## src/hw/ipr_pkg.sv

```systemverilog
// constants for the indirect pattern ram port
// Contract
// - the 512-byte pattern memory is reached only one byte at a time through the data register at offset 0x0F.
// - ownership bit 0 gives the memory to the pattern engine and 1 gives it to the host port.
// - each 0-to-1 change of the ownership bit resets the address pointer to 0x00.
// - with host ownership a write to offset 0x0F stores the byte at the pointer.
// - with host ownership the pointer advances by one at the rising write strobe that ends each write to the data port.
// - with host ownership and read-select set, a read of the data port returns the byte at the pointer.
package ipr_pkg;
  localparam int          RAM_DEPTH      = 512;
  localparam int          PTR_W          = 9;
  localparam int          DATA_W         = 8;
  localparam int          ADDR_W         = 4;
  localparam logic [3:0]  OFF_CTRL       = 4'h3;
  localparam logic [3:0]  OFF_END_FIRST  = 4'h4;
  localparam logic [3:0]  OFF_END_SECOND = 4'h5;
  localparam logic [3:0]  OFF_DATA_PORT  = 4'hF;
  localparam int          BIT_OWNER      = 3;
  localparam int          BIT_READ_SEL   = 4;
  localparam logic [7:0]  CTRL_RESET     = 8'h00;
  localparam logic [7:0]  END_RESET      = 8'h00;
  localparam logic [8:0]  PTR_RESET      = 9'h000;
endpackage

```

## src/hw/ipr_ram.sv

```systemverilog
// 512 x 8 pattern memory, synchronous write, combinational read
`timescale 1ns/1ns
module ipr_ram #(
  parameter int DEPTH  = 512,
  parameter int AW     = 9,
  parameter int DW     = 8
) (
  input  wire logic          clock_in,
  input  wire logic          we_in,
  input  wire logic [AW-1:0] addr_in,
  input  wire logic [DW-1:0] wdata_in,
  output logic      [DW-1:0] rdata_out
);
  logic [DW-1:0] mem [DEPTH];

  // no reset on purpose: contents are undefined until loaded
  always_ff @(posedge clock_in) begin
    if (we_in) begin
      mem[addr_in] <= wdata_in;
    end
  end

  assign rdata_out = mem[addr_in];
endmodule

```

## src/hw/ipr_port.sv

```systemverilog
// host parallel port, control bits, pointer and ram ownership mux
`timescale 1ns/1ns
module ipr_port #(
  parameter int DEPTH = ipr_pkg::RAM_DEPTH
) (
  input  wire logic                       clock_in,
  input  wire logic                       rst_in,
  input  wire logic                       cs_n_in,
  input  wire logic                       rd_n_in,
  input  wire logic                       wr_n_in,
  input  wire logic [ipr_pkg::ADDR_W-1:0] addr_in,
  input  wire logic [ipr_pkg::DATA_W-1:0] data_in,
  output logic      [ipr_pkg::DATA_W-1:0] data_out,
  output logic                            data_oe_n_out,
  input  wire logic [ipr_pkg::PTR_W-1:0]  engine_addr_in,
  output logic      [ipr_pkg::DATA_W-1:0] engine_data_out,
  output logic      [ipr_pkg::PTR_W-1:0]  pattern_end_out,
  output logic                            ram_owner_select_out
);
  localparam int PW = ipr_pkg::PTR_W;
  localparam int DW = ipr_pkg::DATA_W;

  // strobe and bus values held from the previous cycle; the strobe's
  // rising edge is seen one cycle late, with address and data still valid
  logic          wr_n_prev;
  logic          rd_n_prev;
  logic          cs_n_prev;
  logic [3:0]    addr_prev;
  logic [DW-1:0] data_prev;
  logic          wr_end;
  logic          rd_end;
  logic [7:0]    ctrl_reg;
  logic [7:0]    ctrl_next;
  logic [7:0]    end_first_reg;
  logic [7:0]    end_second_reg;
  logic [PW-1:0] ptr_reg;
  logic          owner_reg;
  logic          read_sel;
  logic          ram_we;
  logic [PW-1:0] ram_addr;
  logic [DW-1:0] ram_rdata;
  logic [DW-1:0] read_mux;
  logic          ram_loaded_reg;

  function automatic logic hit(input logic [3:0] a, input logic [3:0] off);
    return a == off;
  endfunction

  always_ff @(posedge clock_in or posedge rst_in) begin
    if (rst_in) begin
      wr_n_prev <= 1'b1;
      rd_n_prev <= 1'b1;
      cs_n_prev <= 1'b1;
      addr_prev <= 4'h0;
      data_prev <= 8'h00;
    end else begin
      wr_n_prev <= wr_n_in;
      rd_n_prev <= rd_n_in;
      cs_n_prev <= cs_n_in;
      addr_prev <= addr_in;
      data_prev <= data_in;
    end
  end

  assign wr_end = wr_n_in && !wr_n_prev && !cs_n_prev;
  assign rd_end = rd_n_in && !rd_n_prev && !cs_n_prev;

  assign owner_reg = ctrl_reg[ipr_pkg::BIT_OWNER];
  assign read_sel  = ctrl_reg[ipr_pkg::BIT_READ_SEL];

  always_comb begin
    ctrl_next = ctrl_reg;
    if (wr_end && hit(addr_prev, ipr_pkg::OFF_CTRL)) begin
      ctrl_next = data_prev;
    end
  end

  always_ff @(posedge clock_in or posedge rst_in) begin
    if (rst_in) begin
      ctrl_reg <= ipr_pkg::CTRL_RESET;
    end else begin
      ctrl_reg <= ctrl_next;
    end
  end

  always_ff @(posedge clock_in or posedge rst_in) begin
    if (rst_in) begin
      end_first_reg  <= ipr_pkg::END_RESET;
      end_second_reg <= ipr_pkg::END_RESET;
    end else if (wr_end) begin
      if (hit(addr_prev, ipr_pkg::OFF_END_FIRST)) begin
        end_first_reg <= data_prev;
      end
      if (hit(addr_prev, ipr_pkg::OFF_END_SECOND)) begin
        end_second_reg <= data_prev;
      end
    end
  end

  // end index: low byte first, bit 8 from the low bit of the second
  assign pattern_end_out      = {end_second_reg[0], end_first_reg};
  assign ram_owner_select_out = owner_reg;

  // pointer: a rising owner bit wins over any advance in the same cycle
  always_ff @(posedge clock_in or posedge rst_in) begin
    if (rst_in) begin
      ptr_reg <= ipr_pkg::PTR_RESET;
    end else if (ctrl_next[ipr_pkg::BIT_OWNER] && !owner_reg) begin
      ptr_reg <= ipr_pkg::PTR_RESET;
    end else if (owner_reg && hit(addr_prev, ipr_pkg::OFF_DATA_PORT)
                 && (wr_end || (rd_end && read_sel))) begin
      ptr_reg <= ptr_reg + 1'b1;
    end
  end

  // writes land only through the data port while the host owns the ram
  assign ram_we   = wr_end && owner_reg
                    && hit(addr_prev, ipr_pkg::OFF_DATA_PORT);

  // ram bytes stay unknown until the host's first load; engine data
  // can only be compared once something has been written
  always_ff @(posedge clock_in or posedge rst_in) begin
    if (rst_in) begin
      ram_loaded_reg <= 1'b0;
    end else if (ram_we) begin
      ram_loaded_reg <= 1'b1;
    end
  end
  assign ram_addr = owner_reg ? ptr_reg : engine_addr_in;

  ipr_ram #(
    .DEPTH (DEPTH),
    .AW    (PW),
    .DW    (DW)
  ) u_ram (
    .clock_in  (clock_in),
    .we_in     (ram_we),
    .addr_in   (ram_addr),
    .wdata_in  (data_prev),
    .rdata_out (ram_rdata)
  );

  always_ff @(posedge clock_in or posedge rst_in) begin
    if (rst_in) begin
      engine_data_out <= 8'h00;
    end else if (!owner_reg) begin
      engine_data_out <= ram_rdata;
    end
  end

  always_comb begin
    read_mux = 8'h00;
    case (addr_in)
      ipr_pkg::OFF_CTRL:       read_mux = ctrl_reg;
      ipr_pkg::OFF_END_FIRST:  read_mux = end_first_reg;
      ipr_pkg::OFF_END_SECOND: read_mux = end_second_reg;
      ipr_pkg::OFF_DATA_PORT: begin
        // ram is readable only in host verify mode
        if (owner_reg && read_sel) begin
          read_mux = ram_rdata;
        end
      end
      default:                 read_mux = 8'h00;
    endcase
  end

  always_ff @(posedge clock_in or posedge rst_in) begin
    if (rst_in) begin
      data_out <= 8'h00;
    end else begin
      data_out <= read_mux;
    end
  end

  // bus is driven one cycle after cs and rd go low, released with them
  assign data_oe_n_out = cs_n_in || rd_n_in || cs_n_prev || rd_n_prev;
endmodule

```

## config.mk

```make
export PLATFORM = sky130hd
export DESIGN_NAME = ipr_port
export DESIGN_NICKNAME = d
export VERILOG_FILES = /design/src/hw/ipr_pkg.sv /design/src/hw/ipr_ram.sv /design/src/hw/ipr_port.sv
export SDC_FILE = /design/constraint.sdc
export NUM_CORES = 2
export LEC_CHECK = 0
export ABC_CLOCK_PERIOD_IN_PS = 10500
export BUFFER_PORTS_ARGS = -buffer_cell sky130_fd_sc_hd__buf_4
export CORE_ASPECT_RATIO = 1.2
export CORE_UTILIZATION = 30
export CTS_CLUSTER_DIAMETER = 200
export CTS_CLUSTER_SIZE = 25
export DETAILED_ROUTE_END_ITERATION = 10
export PLACE_DENSITY = 0.52
export RECOVER_POWER = 100
export SLEW_MARGIN = 10
export SYNTH_ARGS = -nofsm -noshare
export SYNTH_HDL_FRONTEND = slang
export SYNTH_SLANG_ARGS = --single-unit
export TNS_END_PERCENT = 1
```

## constraint.sdc

```tcl
create_clock -name clock_in -period 10.5 [get_ports clock_in]
set_input_delay 0.525 -clock clock_in [delete_from_list [all_inputs] [get_ports clock_in]]
set_output_delay 0.525 -clock clock_in [all_outputs]
set_load 0.01 [all_outputs]
```

==> impl_metrics.py <==
metrics = {
    "clock_tree": {
        "clock_latency_ns": 0.95,
        "htreeDepth": 4,
        "cts_tree": "done",
        "cts_setup_buffers": 0,
        "clock-sinks": 4160,
        "cts_made_buffers": 188,
        "post_cts_resized": 0,
        "cts_buffer_depth": 4,
        "cts.reportedPaths.clkPinSlew_ns": 0.10,
        "cts_root_buffer": "clkbuf_16",
    },
    "global_route": {
        "grt_pass1_wl_um": 677000,
        "antenna_found_initial": 18,
        "track_usage": 0.172,
        "grt_pass1_vias": 88509,
        "grt_max_degree": 164,
        "grt-ovfl-total": 0,
    },
    "place": {
        "numPortBuffers": 52,
        "place_inst": 16662,
        "gp_congestion": 0.827,
        "dp_hpwl_um": 283000,
    },
    "synthesis": {
        "async_flop_share": 0.0154,
        "synth_area_um2": 161000,
        "ys_ff_latch": 4160,
        "synth_seq_area_share": 0.774,
        "synthCells": 9963,
        "ys.flop_type": "edfxtp_1",
        "synth_cell_types": 54,
        "synth_edf_count": 4096,
        "yosysWarnings": 0,
        "syn_nets": 9990,
        "synth.avg_cell_area_um2": 16.2,
    },
    "worst_setup_path": {
        "crit_path_cell_trace": "mux2_8, buf_12, nor2_1, nand2_1, clkbuf_1, nor2_1",
        "crit_top_cell": "nor2_1",
        "cp_max_fo": 76,
        "worstSetupEndpointType": "flip-flop",
        "cp-startpoint": "ctrl_reg[3]",
        "rr_startpoint": "ctrl_reg[3]",
        "start_kind": "flip-flop",
        "required_ns": 10.85,
        "cp.arrival_ns": 8.97,
        "slowest_delay_ns": 2.88,
        "slowest_stage": "clkbuf_1",
        "r2r_cells": 6,
        "path_class": "reg -> reg",
    },
    "timing": {
        "whs_ns": 0.252,
        "tightest_slew_ns": 6.10,
        "period_share": 0.821,
        "rsz0062_at_grt": "no",
        "finalSetupViolCount": 0,
        "fmax_mhz": 116,
        "fin_skew_ns": 0.0617,
        "final-max-slew-violation-count": 3116,
        "fin_tns_setup_ns": 0,
        "finalHoldViolations": 0,
        "maxSlewHeadroom": -3.06,
        "min_period_ns": 8.63,
    },
    "pwr": {
        "p_per_area_nw_per_um2": 169,
        "peakVddDrop_v": 0.000119,
        "p_leak_uw": 0.0534,
        "total_power_uw": 29600,
    },
    "cells_and_area": {
        "finalNetCount": 9791,
        "drive_gt1_frac": 0.0477,
        "fin_cells": 16935,
        "area_growth_pct": 8.37,
        "largest_reg_flops": 4096,
    },
    "routing": {
        "via_per_inst": 5.30,
        "drc_errors": 0,
        "topRoutingLayerUsed": "met4",
        "ant_nets": 0,
        "routedWlPerCell_um": 28.6,
        "m1WireLength_um": 193000,
        "drtPass1Iterations": 8,
        "route.met2.wl_um": 241000,
        "met3_length_um": 29300,
        "vias": 89807,
        "drtIter0Drc": 9986,
        "wl_um": 485000,
    },
    "job": {
        "max-cap-violations": 65,
    },
    "outcome": {
        "violations": "max-capacitance violations, max-slew violations",
        "status": "complete, but fails checks",
    },
    "hold_path": {
        "hold_class": "in -> reg",
        "hold_start": "wr_n_in",
        "whs_path_depth": 2,
    },
    "die": {
        "coreArea_um2": 534000,
        "die-area_um2": 540000,
        "num_rows": 294,
        "die_w_um": 671,
        "pin_count": 53,
        "dieHeight_um": 805,
        "initial_core_util": 0.301,
    },
}
[path summary, 6_finish.rpt]
check | end | slack, ns
worst max-delay path | u_ram.mem[356][7] | 1.87
worst min-delay path | wr_n_prev | 0.25
worst max register to register | u_ram.mem[356][7] | 1.87
worst min register to register | ctrl_reg[0] | 0.52
max in group asynchronous | data_out[2] | 6.96
min in group asynchronous | end_first_reg[7] | 1.53
[cells in the final DEF, fill, tap and decap left out, types with 6 or more instances in the layout]
cell type      netlist  final
a32oi_1            883    883
clkbuf_16            0    191
clkbuf_4             2     10
a31oi_1             14     14
a2111oi_1            0     12
nand3_1             35     35
o22ai_1            158    157
o41ai_1             32     32
a2111oi_2            0     13
dlygate4sd3_1        0     16
nand2_2              0      8
dfrtp_1             61     61
nor4_2               8      7
a221o_1              7      7
nand4_1             63     63
buf_12               0     33
nand2b_1             6      6
a2111oi_0           56     31
nor2b_1              6      6
diode_2              0     18
a41oi_1            157    157
and3_1              15     15
mux2_1               7      7
edfxtp_1          4096   4096
mux2i_1           1140   1140
a22oi_1             11     10
clkbuf_1           306    111
nand2_1           1911   1902
buf_4               35    139
mux2_2              28     26
nor2_1             555    549
[critical path, delay by kind of cell, from the launching register on]
kind / cells / cell delay, ns
mux: 1 / 0.77
flops: 1 / 1.20
buf+inv: 2 / 3.31
simple gates: 3 / 2.59
[final cells by class]
type / count / area [um^2]
clock inverters: 7 / 109
well taps: 7104 / 8890
diodes: 18 / 45.0
clock buffers: 232 / 4930
inverters: 5 / 18.8
repair buffers: 273 / 2230
fillers: 51188 / 360000
multi-input cells: 5136 / 33700
flip-flops and latches: 4160 / 125000
[timing repair]
item,4_1_cts,5_1_grt
hold buffers,16,0
endpoints found under the setup margin,0,0
hold endpoints to repair,76,0
[synthesized netlist by cell type, drive strengths merged (3+ instances only)]
| cell | n | area (um^2) |
|---|---|---|
| nor2 | 555 | 2080 |
| nor2b | 6 | 37.5 |
| o32ai | 3 | 26.3 |
| a2111oi | 56 | 490 |
| edfxtp | 4096 | 123000 |
| clkbuf | 308 | 1160 |
| o41ai | 32 | 280 |
| a31oi | 14 | 87.6 |
| nor4 | 8 | 100 |
| a22oi | 11 | 82.6 |
| o22ai | 158 | 988 |
| dfstp | 3 | 78.8 |
| inv | 5 | 18.8 |
| a21oi | 9 | 60.1 |
| nand4 | 63 | 394 |
| a32oi | 884 | 7750 |
| buf | 354 | 1850 |
| mux2i | 1142 | 11500 |
| a221o | 7 | 70.1 |
| nand2 | 1911 | 7170 |
| xor2 | 4 | 35.0 |
| and3 | 15 | 93.8 |
| dfrtp | 61 | 1530 |
| nand2b | 6 | 37.5 |
| mux2 | 35 | 394 |
| nand3 | 35 | 175 |
| a41oi | 157 | 1380 |
[routing by layer]
layer / GRT usage / vias up
li1: - / 38440
met1: 0.220 / 47184
met2: 0.298 / 3497
met3: 0.0212 / 686
met4: 0.0689 / 0
met5: 0 / -
[report_power, final]
part | internal (uW) | switching (uW)
combinational | 777 | 2060
clock | 3340 | 5060
sequential | 18300 | 72.4
total | 22400 | 7190
[per-stage QoR]
step / util / setup slack, ns / instance area [um^2]
3_5_place_dp: 0.318 / 4.27 / 170000
2_1_floorplan: - / 3.00 / 161000
4_1_cts: 0.327 / 4.25 / 175000
5_1_grt: 0.326 / 2.03 / 174000
6_report: 0.327 / 1.87 / 175000
3_3_place_gp: 0.317 / 3.31 / 170000
[kinds of logic after synthesis]
kind of cell    count (synthesis)  synth area share
xor+xnor                        6          0.000326
buf+inv                       667            0.0189
simple gates                 2609            0.0632
fa+ha+maj                       1         0.0000777
mux                          1177            0.0736
compound gates               1343            0.0702
flops                        4160             0.774
No activity file was read; power rests on OpenSTA's default activity.
